`src/phase_shed_defs.svh`:
```
`ifndef PHASE_SHED_DEFS_SVH
`define PHASE_SHED_DEFS_SVH

`define TH1_CFG_OFS 8'h3A
`define TH1_STAT_OFS 8'h3B
`define TH2_CFG_OFS 8'h3C
`define TH2_STAT_OFS 8'h3D
`define TH3_CFG_OFS 8'h3E
`define TH3_STAT_OFS 8'h3F
`define TH4_CFG_OFS 8'h40
`define TH4_STAT_OFS 8'h41
`define HYST_OFS 8'h44
`define DELAY_OFS 8'h45
`define LATCH_A_OFS 8'h46
`define LATCH_B_OFS 8'h47

`define SEL_FREQ_BIT 5
`define SEL_LOADLINE_BIT 4
`define SEL_OVERCUR_BIT 2
`define SEL_THR_BIT 0
`define LATCH_WR_MASK 8'h35

`define THR_DISABLED 8'hFF
`define TH_CFG_RST 8'hFF
`define TH_STAT_RST 8'hFF
`define HYST_RST 8'h00
`define LATCH_RST 8'h00

`define CLK_PERIOD_NS 25
`define DELAY_STEP_US 10
`define DELAY_DEFAULT_US 200
`define DELAY_RST (`DELAY_DEFAULT_US / `DELAY_STEP_US)
`define STEP_CYCLES (`DELAY_STEP_US * 1000 / `CLK_PERIOD_NS)

`endif

```
`src/phase_shed_pkg.sv`:
```
package phase_shed_pkg;

  typedef struct packed {
    logic [7:0] addr;
    logic [7:0] data;
    logic write;
    logic read;
  } reg_req_t;

  typedef struct packed {
    logic overLimit;
    logic [7:0] code;
  } strap_t;

  typedef struct packed {
    logic switchFrequency;
    logic loadLine;
    logic overcurrentLimit;
    logic shedThreshold;
  } source_sel_t;

  typedef enum logic [1:0] {
    SHED_IDLE = 2'b00,
    SHED_WAIT = 2'b01
  } shed_state_t;

endpackage

```
`src/phase_shed_config_regs.sv`:
```
// Operation
// RQ1: Threshold config registers act only when both latches select registers.
// RQ2: A threshold register holding all ones disables that threshold.
// RQ3: Host programs thresholds with output-current readout codes at target.
// RQ4: Threshold status registers reload from straps on each enable rise.
// RQ5: A strap above the disable level reports a disabled threshold.
// RQ6: Hysteresis in threshold codes applies only when shedding phases.
// RQ7: Shedding waits the delay register, 10 us per code, default 200 us.
// RQ8: Any enable toggle returns all sources to strap resistor control.
// RQ9: A source change needs the same byte in both latches, any order.
// RQ10: Latch bit 5 picks register or strap for switching frequency.
// RQ11: Latch bit 4 picks register or strap for load line.
// RQ12: Latch bit 2 picks register or strap for overcurrent limit.
// RQ13: Latch bit 0 picks register or strap thresholds; others reserved.
// RQ14: Load-line and power-zone straps are sampled on each enable rise.
// RQ15: Differing latch bytes keep the previous effective selection.
// RQ16: Reserved latch bits read zero and ignore writes.
`include "phase_shed_defs.svh"

module phase_shed_config_regs
  import phase_shed_pkg::*;
(
  input wire logic clk,
  input wire logic reset_n,
  input wire reg_req_t regReq,
  output logic [7:0] regRdData_q,
  input wire logic enable,
  input wire strap_t [3:0] thresholdStrap,
  input wire logic [1:0] loadLineStrap,
  input wire logic [2:0] powerZoneStrap,
  input wire logic [7:0] outputCurrentReadout,
  output logic [1:0] loadLineStrap_q,
  output logic [2:0] powerZoneStrap_q,
  output source_sel_t sourceSel_q,
  output logic [3:0][7:0] activeThreshold_q,
  output logic [3:0] thresholdOn_q,
  output logic [2:0] activePhases_q
);

  localparam logic [15:0] StepCycles = 16'(`STEP_CYCLES);

  function automatic logic [7:0] floorSub(
    input logic [7:0] a,
    input logic [7:0] b
  );
    floorSub = (a > b) ? a - b : 8'h00;
  endfunction

  // Phases on for a current code: one base phase plus each crossed level, at most four.
  function automatic logic [2:0] phaseCount(
    input logic [7:0] cur,
    input logic [3:0][7:0] th,
    input logic [3:0] on,
    input logic [7:0] hyst
  );
    logic [2:0] n;
    n = 3'h1;
    for (int i = 0; i < 4; i++) begin
      if (on[i] && cur >= floorSub(th[i], hyst) && n < 3'h4) begin
        n = n + 3'h1;
      end
    end
    phaseCount = n;
  endfunction

  logic [3:0][7:0] thCfg_q;
  logic [3:0][7:0] thStat_q;
  logic [7:0] hyst_q;
  logic [7:0] delay_q;
  logic [7:0] latchA_q;
  logic [7:0] latchB_q;
  logic enable_q;
  shed_state_t state_q;
  shed_state_t state_d;
  logic [15:0] stepCnt_q;
  logic [15:0] stepCnt_d;
  logic [7:0] delayCnt_q;
  logic [7:0] delayCnt_d;
  logic [2:0] phases_d;

  wire enableRise = enable && !enable_q;
  wire enableToggle = enable != enable_q;
  wire wrEn = regReq.write;
  wire [7:0] wrAddr = regReq.addr;
  wire [7:0] wrLatch = regReq.data & `LATCH_WR_MASK; // [RQ16]
  wire wrLatchA = wrEn && wrAddr == `LATCH_A_OFS;
  wire wrLatchB = wrEn && wrAddr == `LATCH_B_OFS;
  wire [7:0] nextA = wrLatchA ? wrLatch : latchA_q;
  wire [7:0] nextB = wrLatchB ? wrLatch : latchB_q;

  // Both halves must agree, so a single stray write cannot move a source.
  wire latchesMatch = nextA == nextB; // [RQ9] [RQ15]
  wire source_sel_t selMatched = '{
    switchFrequency: nextA[`SEL_FREQ_BIT], // [RQ10]
    loadLine: nextA[`SEL_LOADLINE_BIT], // [RQ11]
    overcurrentLimit: nextA[`SEL_OVERCUR_BIT], // [RQ12]
    shedThreshold: nextA[`SEL_THR_BIT] // [RQ13]
  };
  wire source_sel_t selNext = enableToggle ? source_sel_t'(4'h0) // [RQ8]
    : latchesMatch ? selMatched : sourceSel_q; // [RQ15]

  logic [3:0][7:0] strapCode;
  logic [3:0][7:0] thrSrc;
  logic [3:0] thrOn;
  always_comb begin
    for (int i = 0; i < 4; i++) begin
      strapCode[i] = thresholdStrap[i].overLimit ? `THR_DISABLED // [RQ5]
        : thresholdStrap[i].code;
      thrSrc[i] = sourceSel_q.shedThreshold ? thCfg_q[i] // [RQ1]
        : thStat_q[i];
      thrOn[i] = thrSrc[i] != `THR_DISABLED; // [RQ2] [RQ5]
    end
  end

  // Current is compared with the same code scale the host programs.
  wire [2:0] upCount = phaseCount(outputCurrentReadout, // [RQ3]
    activeThreshold_q, thresholdOn_q, 8'h00);
  wire [2:0] downCount = phaseCount(outputCurrentReadout, // [RQ6]
    activeThreshold_q, thresholdOn_q, hyst_q);
  wire wantUp = upCount > activePhases_q;
  wire wantDown = downCount < activePhases_q;
  wire stepDone = stepCnt_q == StepCycles - 16'h0001;
  wire delayDone = delayCnt_q >= delay_q;

  // Adding phases is immediate; only shedding is held off by the delay.
  always_comb begin
    state_d = state_q;
    stepCnt_d = stepCnt_q;
    delayCnt_d = delayCnt_q;
    phases_d = activePhases_q;
    unique case (state_q)
      SHED_IDLE: begin
        stepCnt_d = 16'h0000;
        delayCnt_d = 8'h00;
        if (wantUp) begin
          phases_d = upCount;
        end else if (wantDown) begin
          state_d = SHED_WAIT;
        end
      end
      SHED_WAIT: begin
        if (wantUp || !wantDown) begin
          state_d = SHED_IDLE;
          if (wantUp) begin
            phases_d = upCount;
          end
        end else if (delayDone) begin // [RQ7]
          phases_d = downCount;
          state_d = SHED_IDLE;
        end else if (stepDone) begin
          stepCnt_d = 16'h0000;
          delayCnt_d = delayCnt_q + 8'h01;
        end else begin
          stepCnt_d = stepCnt_q + 16'h0001;
        end
      end
      default: begin
        state_d = SHED_IDLE;
      end
    endcase
  end

  logic [7:0] rdMux;
  always_comb begin
    unique case (regReq.addr)
      `TH1_CFG_OFS: rdMux = thCfg_q[0];
      `TH1_STAT_OFS: rdMux = thStat_q[0];
      `TH2_CFG_OFS: rdMux = thCfg_q[1];
      `TH2_STAT_OFS: rdMux = thStat_q[1];
      `TH3_CFG_OFS: rdMux = thCfg_q[2];
      `TH3_STAT_OFS: rdMux = thStat_q[2];
      `TH4_CFG_OFS: rdMux = thCfg_q[3];
      `TH4_STAT_OFS: rdMux = thStat_q[3];
      `HYST_OFS: rdMux = hyst_q;
      `DELAY_OFS: rdMux = delay_q;
      `LATCH_A_OFS: rdMux = latchA_q; // [RQ16]
      `LATCH_B_OFS: rdMux = latchB_q; // [RQ16]
      default: rdMux = 8'h00;
    endcase
  end

  // One select line per writable register; status offsets decode to none.
  wire wrThCfg1 = wrEn && wrAddr == `TH1_CFG_OFS;
  wire wrThCfg2 = wrEn && wrAddr == `TH2_CFG_OFS;
  wire wrThCfg3 = wrEn && wrAddr == `TH3_CFG_OFS;
  wire wrThCfg4 = wrEn && wrAddr == `TH4_CFG_OFS;
  wire wrHyst = wrEn && wrAddr == `HYST_OFS;
  wire wrDelay = wrEn && wrAddr == `DELAY_OFS;
  wire [3:0] wrThCfg = {wrThCfg4, wrThCfg3, wrThCfg2, wrThCfg1};

  always_ff @(posedge clk) begin
    if (!reset_n) begin
      thCfg_q <= {4{`TH_CFG_RST}};
    end else begin
      for (int i = 0; i < 4; i++) begin
        if (wrThCfg[i]) begin
          thCfg_q[i] <= regReq.data; // [RQ2]
        end
      end
    end
  end

  always_ff @(posedge clk) begin
    if (!reset_n) begin
      hyst_q <= `HYST_RST;
    end else if (wrHyst) begin
      hyst_q <= regReq.data; // [RQ6]
    end
  end

  always_ff @(posedge clk) begin
    if (!reset_n) begin
      delay_q <= 8'(`DELAY_RST); // [RQ7]
    end else if (wrDelay) begin
      delay_q <= regReq.data; // [RQ7]
    end
  end

  // Straps are only meaningful as the regulator starts, so catch them there.
  always_ff @(posedge clk) begin
    if (!reset_n) begin
      thStat_q <= {4{`TH_STAT_RST}};
      loadLineStrap_q <= 2'h0;
      powerZoneStrap_q <= 3'h0;
    end else if (enableRise) begin
      thStat_q <= strapCode; // [RQ4]
      loadLineStrap_q <= loadLineStrap; // [RQ14]
      powerZoneStrap_q <= powerZoneStrap; // [RQ14]
    end
  end

  always_ff @(posedge clk) begin
    if (!reset_n) begin
      latchA_q <= `LATCH_RST;
    end else if (enableToggle) begin
      latchA_q <= `LATCH_RST; // [RQ8]
    end else begin
      latchA_q <= nextA; // [RQ9]
    end
  end

  always_ff @(posedge clk) begin
    if (!reset_n) begin
      latchB_q <= `LATCH_RST;
    end else if (enableToggle) begin
      latchB_q <= `LATCH_RST; // [RQ8]
    end else begin
      latchB_q <= nextB; // [RQ9]
    end
  end

  always_ff @(posedge clk) begin
    if (!reset_n) begin
      enable_q <= 1'b0;
    end else begin
      enable_q <= enable;
    end
  end

  always_ff @(posedge clk) begin
    if (!reset_n) begin
      sourceSel_q <= source_sel_t'(4'h0);
    end else begin
      sourceSel_q <= selNext; // [RQ15]
    end
  end

  always_ff @(posedge clk) begin
    if (!reset_n) begin
      activeThreshold_q <= {4{`THR_DISABLED}};
    end else begin
      activeThreshold_q <= thrSrc; // [RQ1]
    end
  end

  always_ff @(posedge clk) begin
    if (!reset_n) begin
      thresholdOn_q <= 4'h0;
    end else begin
      thresholdOn_q <= thrOn; // [RQ2]
    end
  end

  always_ff @(posedge clk) begin
    if (!reset_n) begin
      state_q <= SHED_IDLE;
      stepCnt_q <= 16'h0000;
      delayCnt_q <= 8'h00;
      activePhases_q <= 3'h1;
    end else begin
      state_q <= state_d;
      stepCnt_q <= stepCnt_d;
      delayCnt_q <= delayCnt_d;
      activePhases_q <= phases_d;
    end
  end

  always_ff @(posedge clk) begin
    if (!reset_n) begin
      regRdData_q <= 8'h00;
    end else if (regReq.read) begin
      regRdData_q <= rdMux;
    end
  end

endmodule

```
`config.mk`:
```
export PLATFORM = sky130hd
export DESIGN_NAME = phase_shed_config_regs
export DESIGN_NICKNAME = d
export VERILOG_FILES = /design/src/phase_shed_pkg.sv /design/src/phase_shed_config_regs.sv
export VERILOG_INCLUDE_DIRS = /design/src
export SDC_FILE = /design/constraint.sdc
export NUM_CORES = 1
export LEC_CHECK = 0
export BUFFER_PORTS_ARGS = -buffer_cell sky130_fd_sc_hd__buf_2
export CAP_MARGIN = 20
export CORE_ASPECT_RATIO = 1.5
export CORE_MARGIN = 4
export CORE_UTILIZATION = 60
export DETAILED_ROUTE_END_ITERATION = 10
export PLACE_DENSITY = 0.82
export RECOVER_POWER = 50
export SYNTH_ARGS = -nofsm -noshare
export SYNTH_HDL_FRONTEND = slang
export SYNTH_SLANG_ARGS = --single-unit
```
`constraint.sdc`:
```
create_clock -name clk -period 14.8 [get_ports clk]
set_input_delay 1.48 -clock clk [delete_from_list [all_inputs] [get_ports clk]]
set_output_delay 1.48 -clock clk [all_outputs]
set_load 0.01 [all_outputs]
```
### After elaboration in Yosys (flattened, before gate mapping)

Index checks and enable logic that the tools add are counted.

| operators by class | value |
|---|---|
| $add $sub $neg | 12 |
| multipliers | 0 |
| div/mod/pow operators | 0 |
| $lt $le $gt $ge | 25 |
| equal/unequal tests | 26 |
| shift-type cells | 0 |
| muxes and demuxes | 44 |
| bitwise operators | 1 |
| reduce and logical (&&, ||, !) cells | 33 |

Operators with widths:

| cell | number |
|---|---|
| $mux 8 | 21 |
| $pmux 8 s12 | 1 |
| $ge 8x8->1 | 9 |
| $eq 8x6->1 const B | 6 |
| $eq 8x7->1 const B | 6 |
| $mux 16 | 3 |
| $gt 8x1->1 const B | 4 |
| $gt 8x8->1 | 4 |
| $ne 8x8->1 const B | 4 |
| $pmux 16 s2 | 1 |
| $sub 8x8->8 | 4 |
| $mux 3 | 9 |
| $logic_and 1x1->1 | 23 |
| $add 3x1->3 const B | 6 |
| $lt 3x3->1 const B | 6 |
| $add 16x1->16 const B | 1 |
| $eq 16x9->1 const B | 1 |
| $pmux 8 s2 | 1 |
| $mux 2 | 6 |
| $ne 2x2->1 const B | 5 |
| $add 8x1->8 const B | 1 |
| $eq 8x8->1 | 1 |
| $pmux 3 s2 | 1 |
| $reduce_and 3->1 | 2 |
| 14 further kinds | 15 |

| storage, ports and cells | value |
|---|---|
| bits in registers | 179 |
| latch bits | 0 |
| memory bits (writable) | 0 |
| memory bits (read-only) | 0 |
| input bits | 70 |
| output and inout bits | 56 |
| word-level logic and storage cells | 170 |
| memories kept | 0 |

### Logic depth before layout (Yosys ltp)

| depth | value |
|---|---|
| depth after elaboration | 19 |
| depth in mapped cells | 31 |
| mapped depth without buffers | 29 |

### Least setup slack after synthesis

OpenSTA, ideal clock, no wires.

| path | value |
|---|---|
| path kind | input-to-reg |
| start point | in outputCurrentReadout[0] |
| end point | reg delayCnt_q[7] |
| setup time | 0.072 ns |
| data arrival time | 6.045 ns |
| required time | 14.728 ns |
| setup slack | 8.683 ns |
| stages on the path | 23 |
| path buffers | 0 |
| cell sequence | inv_1 -> ha_1 -> nand2b_1 -> a21o_1 -> a21o_1 -> a21o_1 -> a21o_1 -> a21o_1 -> a211o_1 -> o211a_1 -> fa_1 -> inv_1 -> o2bb2ai_1 -> a31oi_1 -> ha_1 -> nor2b_1 -> o21ai_0 -> a32o_1 -> nand2_1 -> nor2_1 -> o211ai_2 -> or4_1 -> a21oi_1 |

| on the way | value |
|---|---|
| cells in the longest elaborated chain, start to end | 17 |
| elaborated cells on any way between the ends | 48 |
| classes of those cells | 6 x add/sub; 16 x order compare; 1 x eq/ne; 8 x mux; 17 x reduce/logical |

Ends and longest elaborated chain:

| item | RTL line | source |
|---|---|---|
| start, declared | phase_shed_config_regs.sv:31 | `input wire logic [7:0] outputCurrentReadout,` |
| $ge 8x8->1 | phase_shed_config_regs.sv:59 | `if (on[i] && cur >= floorSub(th[i], hyst) && n < 3'h4) begin` |
| $logic_and 1x1->1 | phase_shed_config_regs.sv:59 |  |
| $mux 2 | phase_shed_config_regs.sv:59 |  |
| $lt 3x3->1 | phase_shed_config_regs.sv:59 |  |
| $logic_and 1x1->1 | phase_shed_config_regs.sv:59 |  |
| $mux 3 | phase_shed_config_regs.sv:59 |  |
| $lt 3x3->1 | phase_shed_config_regs.sv:59 |  |
| $logic_and 1x1->1 | phase_shed_config_regs.sv:59 |  |
| $mux 3 | phase_shed_config_regs.sv:59 |  |
| $lt 3x3->1 | phase_shed_config_regs.sv:59 |  |
| $logic_and 1x1->1 | phase_shed_config_regs.sv:59 |  |
| $mux 3 | phase_shed_config_regs.sv:59 |  |
| $lt 3x3->1 | phase_shed_config_regs.sv:121 | `wire wantDown = downCount < activePhases_q;` |
| $logic_not 1->1 | phase_shed_config_regs.sv:142 | `if (wantUp \|\| !wantDown) begin` |
| $logic_or 1x1->1 * | phase_shed_config_regs.sv:142 |  |
| $ne 2x2->1 (no line) * | n/a |  |
| $reduce_and 4->1 (no line) * | n/a |  |
| end signal, assigned | phase_shed_config_regs.sv:293 | `delayCnt_q <= delayCnt_d;` |
| end, declared | phase_shed_config_regs.sv:77 | `logic [7:0] delayCnt_q;` |

Every way passes the cells marked *; elsewhere a longest branch is shown, timed or not.
A chain may end at the register's enable or synchronous reset.

### Worst setup path after layout

| path | value |
|---|---|
| start point | reg hyst_q[0] |
| end point | reg stepCnt_q[9] |

| on the way | value |
|---|---|
| cells in the longest elaborated chain, start to end | 19 |
| elaborated cells on any way between the ends | 38 |
| classes of those cells | 7 x add/sub; 12 x order compare; 1 x eq/ne; 8 x mux; 10 x reduce/logical |

Ends and longest elaborated chain:

| item | RTL line | source |
|---|---|---|
| start, declared | phase_shed_config_regs.sv:68 | `logic [7:0] hyst_q;` |
| start signal, assigned | phase_shed_config_regs.sv:205 | `` hyst_q <= `HYST_RST; `` |
| start signal, assigned | phase_shed_config_regs.sv:207 | `hyst_q <= regReq.data;` |
| $sub 8x8->8 / $gt 8x8->1 (equally long branches) | phase_shed_config_regs.sv:46 | `floorSub = (a > b) ? a - b : 8'h00;` |
| $mux 8 | phase_shed_config_regs.sv:46 |  |
| $ge 8x8->1 | phase_shed_config_regs.sv:59 |  |
| $logic_and 1x1->1 | phase_shed_config_regs.sv:59 |  |
| $mux 2 | phase_shed_config_regs.sv:59 |  |
| $lt 3x3->1 | phase_shed_config_regs.sv:59 |  |
| $logic_and 1x1->1 | phase_shed_config_regs.sv:59 |  |
| $mux 3 | phase_shed_config_regs.sv:59 |  |
| [3 not listed] | n/a |  |
| $lt 3x3->1 | phase_shed_config_regs.sv:59 |  |
| $logic_and 1x1->1 | phase_shed_config_regs.sv:59 |  |
| $mux 3 * | phase_shed_config_regs.sv:59 |  |
| $lt 3x3->1 * | phase_shed_config_regs.sv:121 |  |
| $logic_not 1->1 * | phase_shed_config_regs.sv:142 |  |
| $logic_or 1x1->1 * | phase_shed_config_regs.sv:142 |  |
| $ne 2x2->1 (no line) * | n/a |  |
| $reduce_and 3->1 (no line) * | n/a |  |
| end signal, assigned | phase_shed_config_regs.sv:292 | `stepCnt_q <= stepCnt_d;` |
| end, declared | phase_shed_config_regs.sv:75 | `logic [15:0] stepCnt_q;` |

Marks and branches as above.

==> impl_metrics.env <==
export IMPL_critPathCaptureType="flop"
export IMPL_final_cell_mix="198 x nand2_1, 177 x dfxtp_1, 116 x ha_1"
export IMPL_hold_path_class="reg2reg"
export IMPL_cts_root_buf="clkbuf_16"
export IMPL_yosys_area_top_type="dfxtp_1"
export IMPL_design_core_area_mm2=0.01802
export IMPL_rsz0062_at_grt="no"
export IMPL_fp_dieArea_mm2=0.02065
export IMPL_grt_antenna_before_repair=0
export IMPL_cts_max_level=4
export IMPL_drt_iter0_markers=918
export IMPL_status="finished with violations"
export IMPL_crit_path_top_delay_cell="or4_1"
export IMPL_routedWlPerCell_um=20.06
export IMPL_num_vias=10760
export IMPL_crit_required_ps=15140
export IMPL_reg2reg_to="stepCnt_q[9]$_SDFFE_PN0P_"
export IMPL_violations="max-capacitance violations, max-slew violations"
export IMPL_clk_pin_slew_ps=70
export IMPL_synth_edf_count=0
export IMPL_critPathMaxFanout=26
export IMPL_drc=0
export IMPL_port_buffers=125
export IMPL_yosys_top_cells_area="dfxtp_1 32%, ha_1 13%, nand2_1 6.7%"
export IMPL_cts_setup_buffers=0
export IMPL_row_count=60
export IMPL_finalMaxSlewViolations=140
export IMPL_reg2reg_depth=28
export IMPL_drt_first_pass_iters=9
export IMPL_cp_startpoint="hyst_q[0]$_SDFFE_PN0P_"
export IMPL_wl_um=33410
export IMPL_finClkSkew_ps=15.37
export IMPL_finalSetupViolCount=0
export IMPL_numCtsBuffers=17
export IMPL_overflow=0
export IMPL_drive_above_1_share=0.08771
export IMPL_routed_via_density=6.461
export IMPL_fin_crit_ps=6784
export IMPL_die_x_um=118.7
export IMPL_power_density_mw_per_mm2=88.29
export IMPL_fmax_mhz=147.4
export IMPL_cts_resized=0
export IMPL_slowest_delay_ps=560
export IMPL_cts_sinks=178
export IMPL_grt_pass1_wl_um=52650
export IMPL_period_share=0.4584
export IMPL_worstSetupStartpointType="flop"
export IMPL_synthDominantCellAreaShare=0.3232
export IMPL_cp_arrival_ps=7130
export IMPL_ys_types=66
export IMPL_peakVddDrop_uv=71.85
export IMPL_yosys_most_used_dff="dfxtp_1"
export IMPL_final_common_cell="nand2_1"
export IMPL_hold_depth=2
export IMPL_timing_rr_start="hyst_q[0]$_SDFFE_PN0P_"
export IMPL_final_util=0.6792
export IMPL_tightest_slew_ps=2887
export IMPL_synth_area_mm2=0.01103
export IMPL_syn_inst=1340
export IMPL_die_h_um=174.0
export IMPL_clock_path_buffers=2
export IMPL_grt_max_degree=67
export IMPL_slew_headroom=-0.9249
export IMPL_crit_path_end="stepCnt_q[9]$_SDFFE_PN0P_"
export IMPL_grt_use_total=0.3148
export IMPL_cts_hold_buf=0
export IMPL_r2r_setup_slack_ps=8020
export IMPL_synth_seq_cells=178
export IMPL_criticalPathCategory="reg2reg"
export IMPL_yosysWarnings=0
export IMPL_start_util=0.6119
export IMPL_nNetsFinal=1628
export IMPL_cts_tree="built"
export IMPL_fin_setup_tns_ps=0
export IMPL_crit_path_frequent_cell="ha_1"
export IMPL_finalHoldViolations=0
export IMPL_synth_async_reset_ratio=0
export IMPL_ioPinCount=126
export IMPL_whs_ps=466.3
export IMPL_power_leakage_nw=5.456
export IMPL_place_gp_congestion=1.016
export IMPL_insertion_delay_ps=430
export IMPL_syn_nets=1531
export IMPL_synth_avg_cell_area_um2=8.228
export IMPL_ys_seq_area_frac=0.3232
export IMPL_maxCapViolCount=3
export IMPL_areaGrowthSynthToFinish_pct=10.98
export IMPL_n_antenna_cell=0
export IMPL_postRouteAntennaNets=0
export IMPL_grt_pass1_vias=10200
export IMPL_dpl_hpwl_um=25420
layout make-up:
type	instances	area [um2]
clock buffers	18	429.2
clock inverters	12	101.3
fillers	1588	5781
inverters	90	337.8
multi-input cells	1014	6905
flip-flops and latches	178	3565
well taps	217	271.5
repair buffers	136	626.9
sequential cells by signal, indices dropped and copies added (netlist names), 8 cells and up:
name,count
activeThreshold_q,32
delayCnt_q,8
delay_q,8
hyst_q,8
latchA_q,8
latchB_q,8
regRdData_q,8
stepCnt_q,16
thCfg_q,32
thStat_q,32
metal layers:
layer,global-route usage,wire length [um]
met1,0.3592,12410
met2,0.5523,16380
met3,0.04264,2296
met4,0.1933,2322
met5,0,0
cell usage after synthesis, types with 7 or more instances:
cell type  number
and3_1         15
nand2_1       198
or4_1          11
nor2_1         35
nor3_1         13
o21ai_0        61
nand4_1        28
o22ai_1        37
clkbuf_1       49
and2_1          7
o21a_1         16
nand2b_1       26
nor2b_1        23
a21oi_1        74
o31ai_1        15
ha_1          116
a221oi_1        8
inv_1          89
mux2i_1        47
a21o_1         18
dfxtp_1       178
xnor2_1        14
a211o_1         7
nand3b_1       22
buf_1           8
o211ai_1       11
a22oi_1        21
nand3_1        92
or3_1           9
cell families (layout without fill, tap and decap cells):
family	Yosys count	in the layout	share of synthesized area
and+or+nand+nor	495	495	0.2216
DFF	178	178	0.3232
AOI/OAI and AO/OA	323	323	0.1930
adders and majority gates	121	121	0.1407
muxes	56	56	0.05526
buffers and inverters	148	256	0.05107
xor gates and xnor gates	19	19	0.01509
critical path, delay by kind of cell (launching register included):
family / cells / cell delay, ps
XOR/XNOR: 1 / 210
adder cells (fa/ha/maj): 6 / 1750
AO/OA/AOI/OAI: 13 / 2670
buffers and inverters: 1 / 30
flip-flops: 1 / 400
AND/OR/NAND/NOR: 7 / 1650
how the worst min path moves through the flow:
stage                                      from                          end  slack [ps]
floorplan               delay_q[7]$_SDFFE_PN0P_      delay_q[7]$_SDFFE_PN0P_         440
global placement    regRdData_q[7]$_SDFFE_PN0P_  regRdData_q[7]$_SDFFE_PN0P_         450
detailed placement  regRdData_q[3]$_SDFFE_PN0P_  regRdData_q[3]$_SDFFE_PN0P_         450
CTS                 regRdData_q[3]$_SDFFE_PN0P_  regRdData_q[3]$_SDFFE_PN0P_         470
global route        regRdData_q[7]$_SDFFE_PN0P_  regRdData_q[7]$_SDFFE_PN0P_         490
finish              regRdData_q[3]$_SDFFE_PN0P_  regRdData_q[3]$_SDFFE_PN0P_         470
stage by stage:
step	total power, mW	worst slack, ps	cells	area (um2)
6_report	1.080	8016	1665	12240
5_1_grt	1.120	7334	1665	12240
4_1_cts	1.080	8083	1665	12320
3_5_place_dp	0.6716	7963	1635	11790
3_3_place_gp	0.6675	8121	1635	11790
2_1_floorplan	0.6189	8683	1340	11030
power by group:
part / internal, mW / switching (mW) / leakage [nW]
combinational: 0.0598 / 0.0976 / 3.77
sequential: 0.490 / 0.0158 / 1.44
clock: 0.217 / 0.201 / 0.244
total: 0.766 / 0.314 / 5.46
No activity file was read; power rests on OpenSTA's default activity.
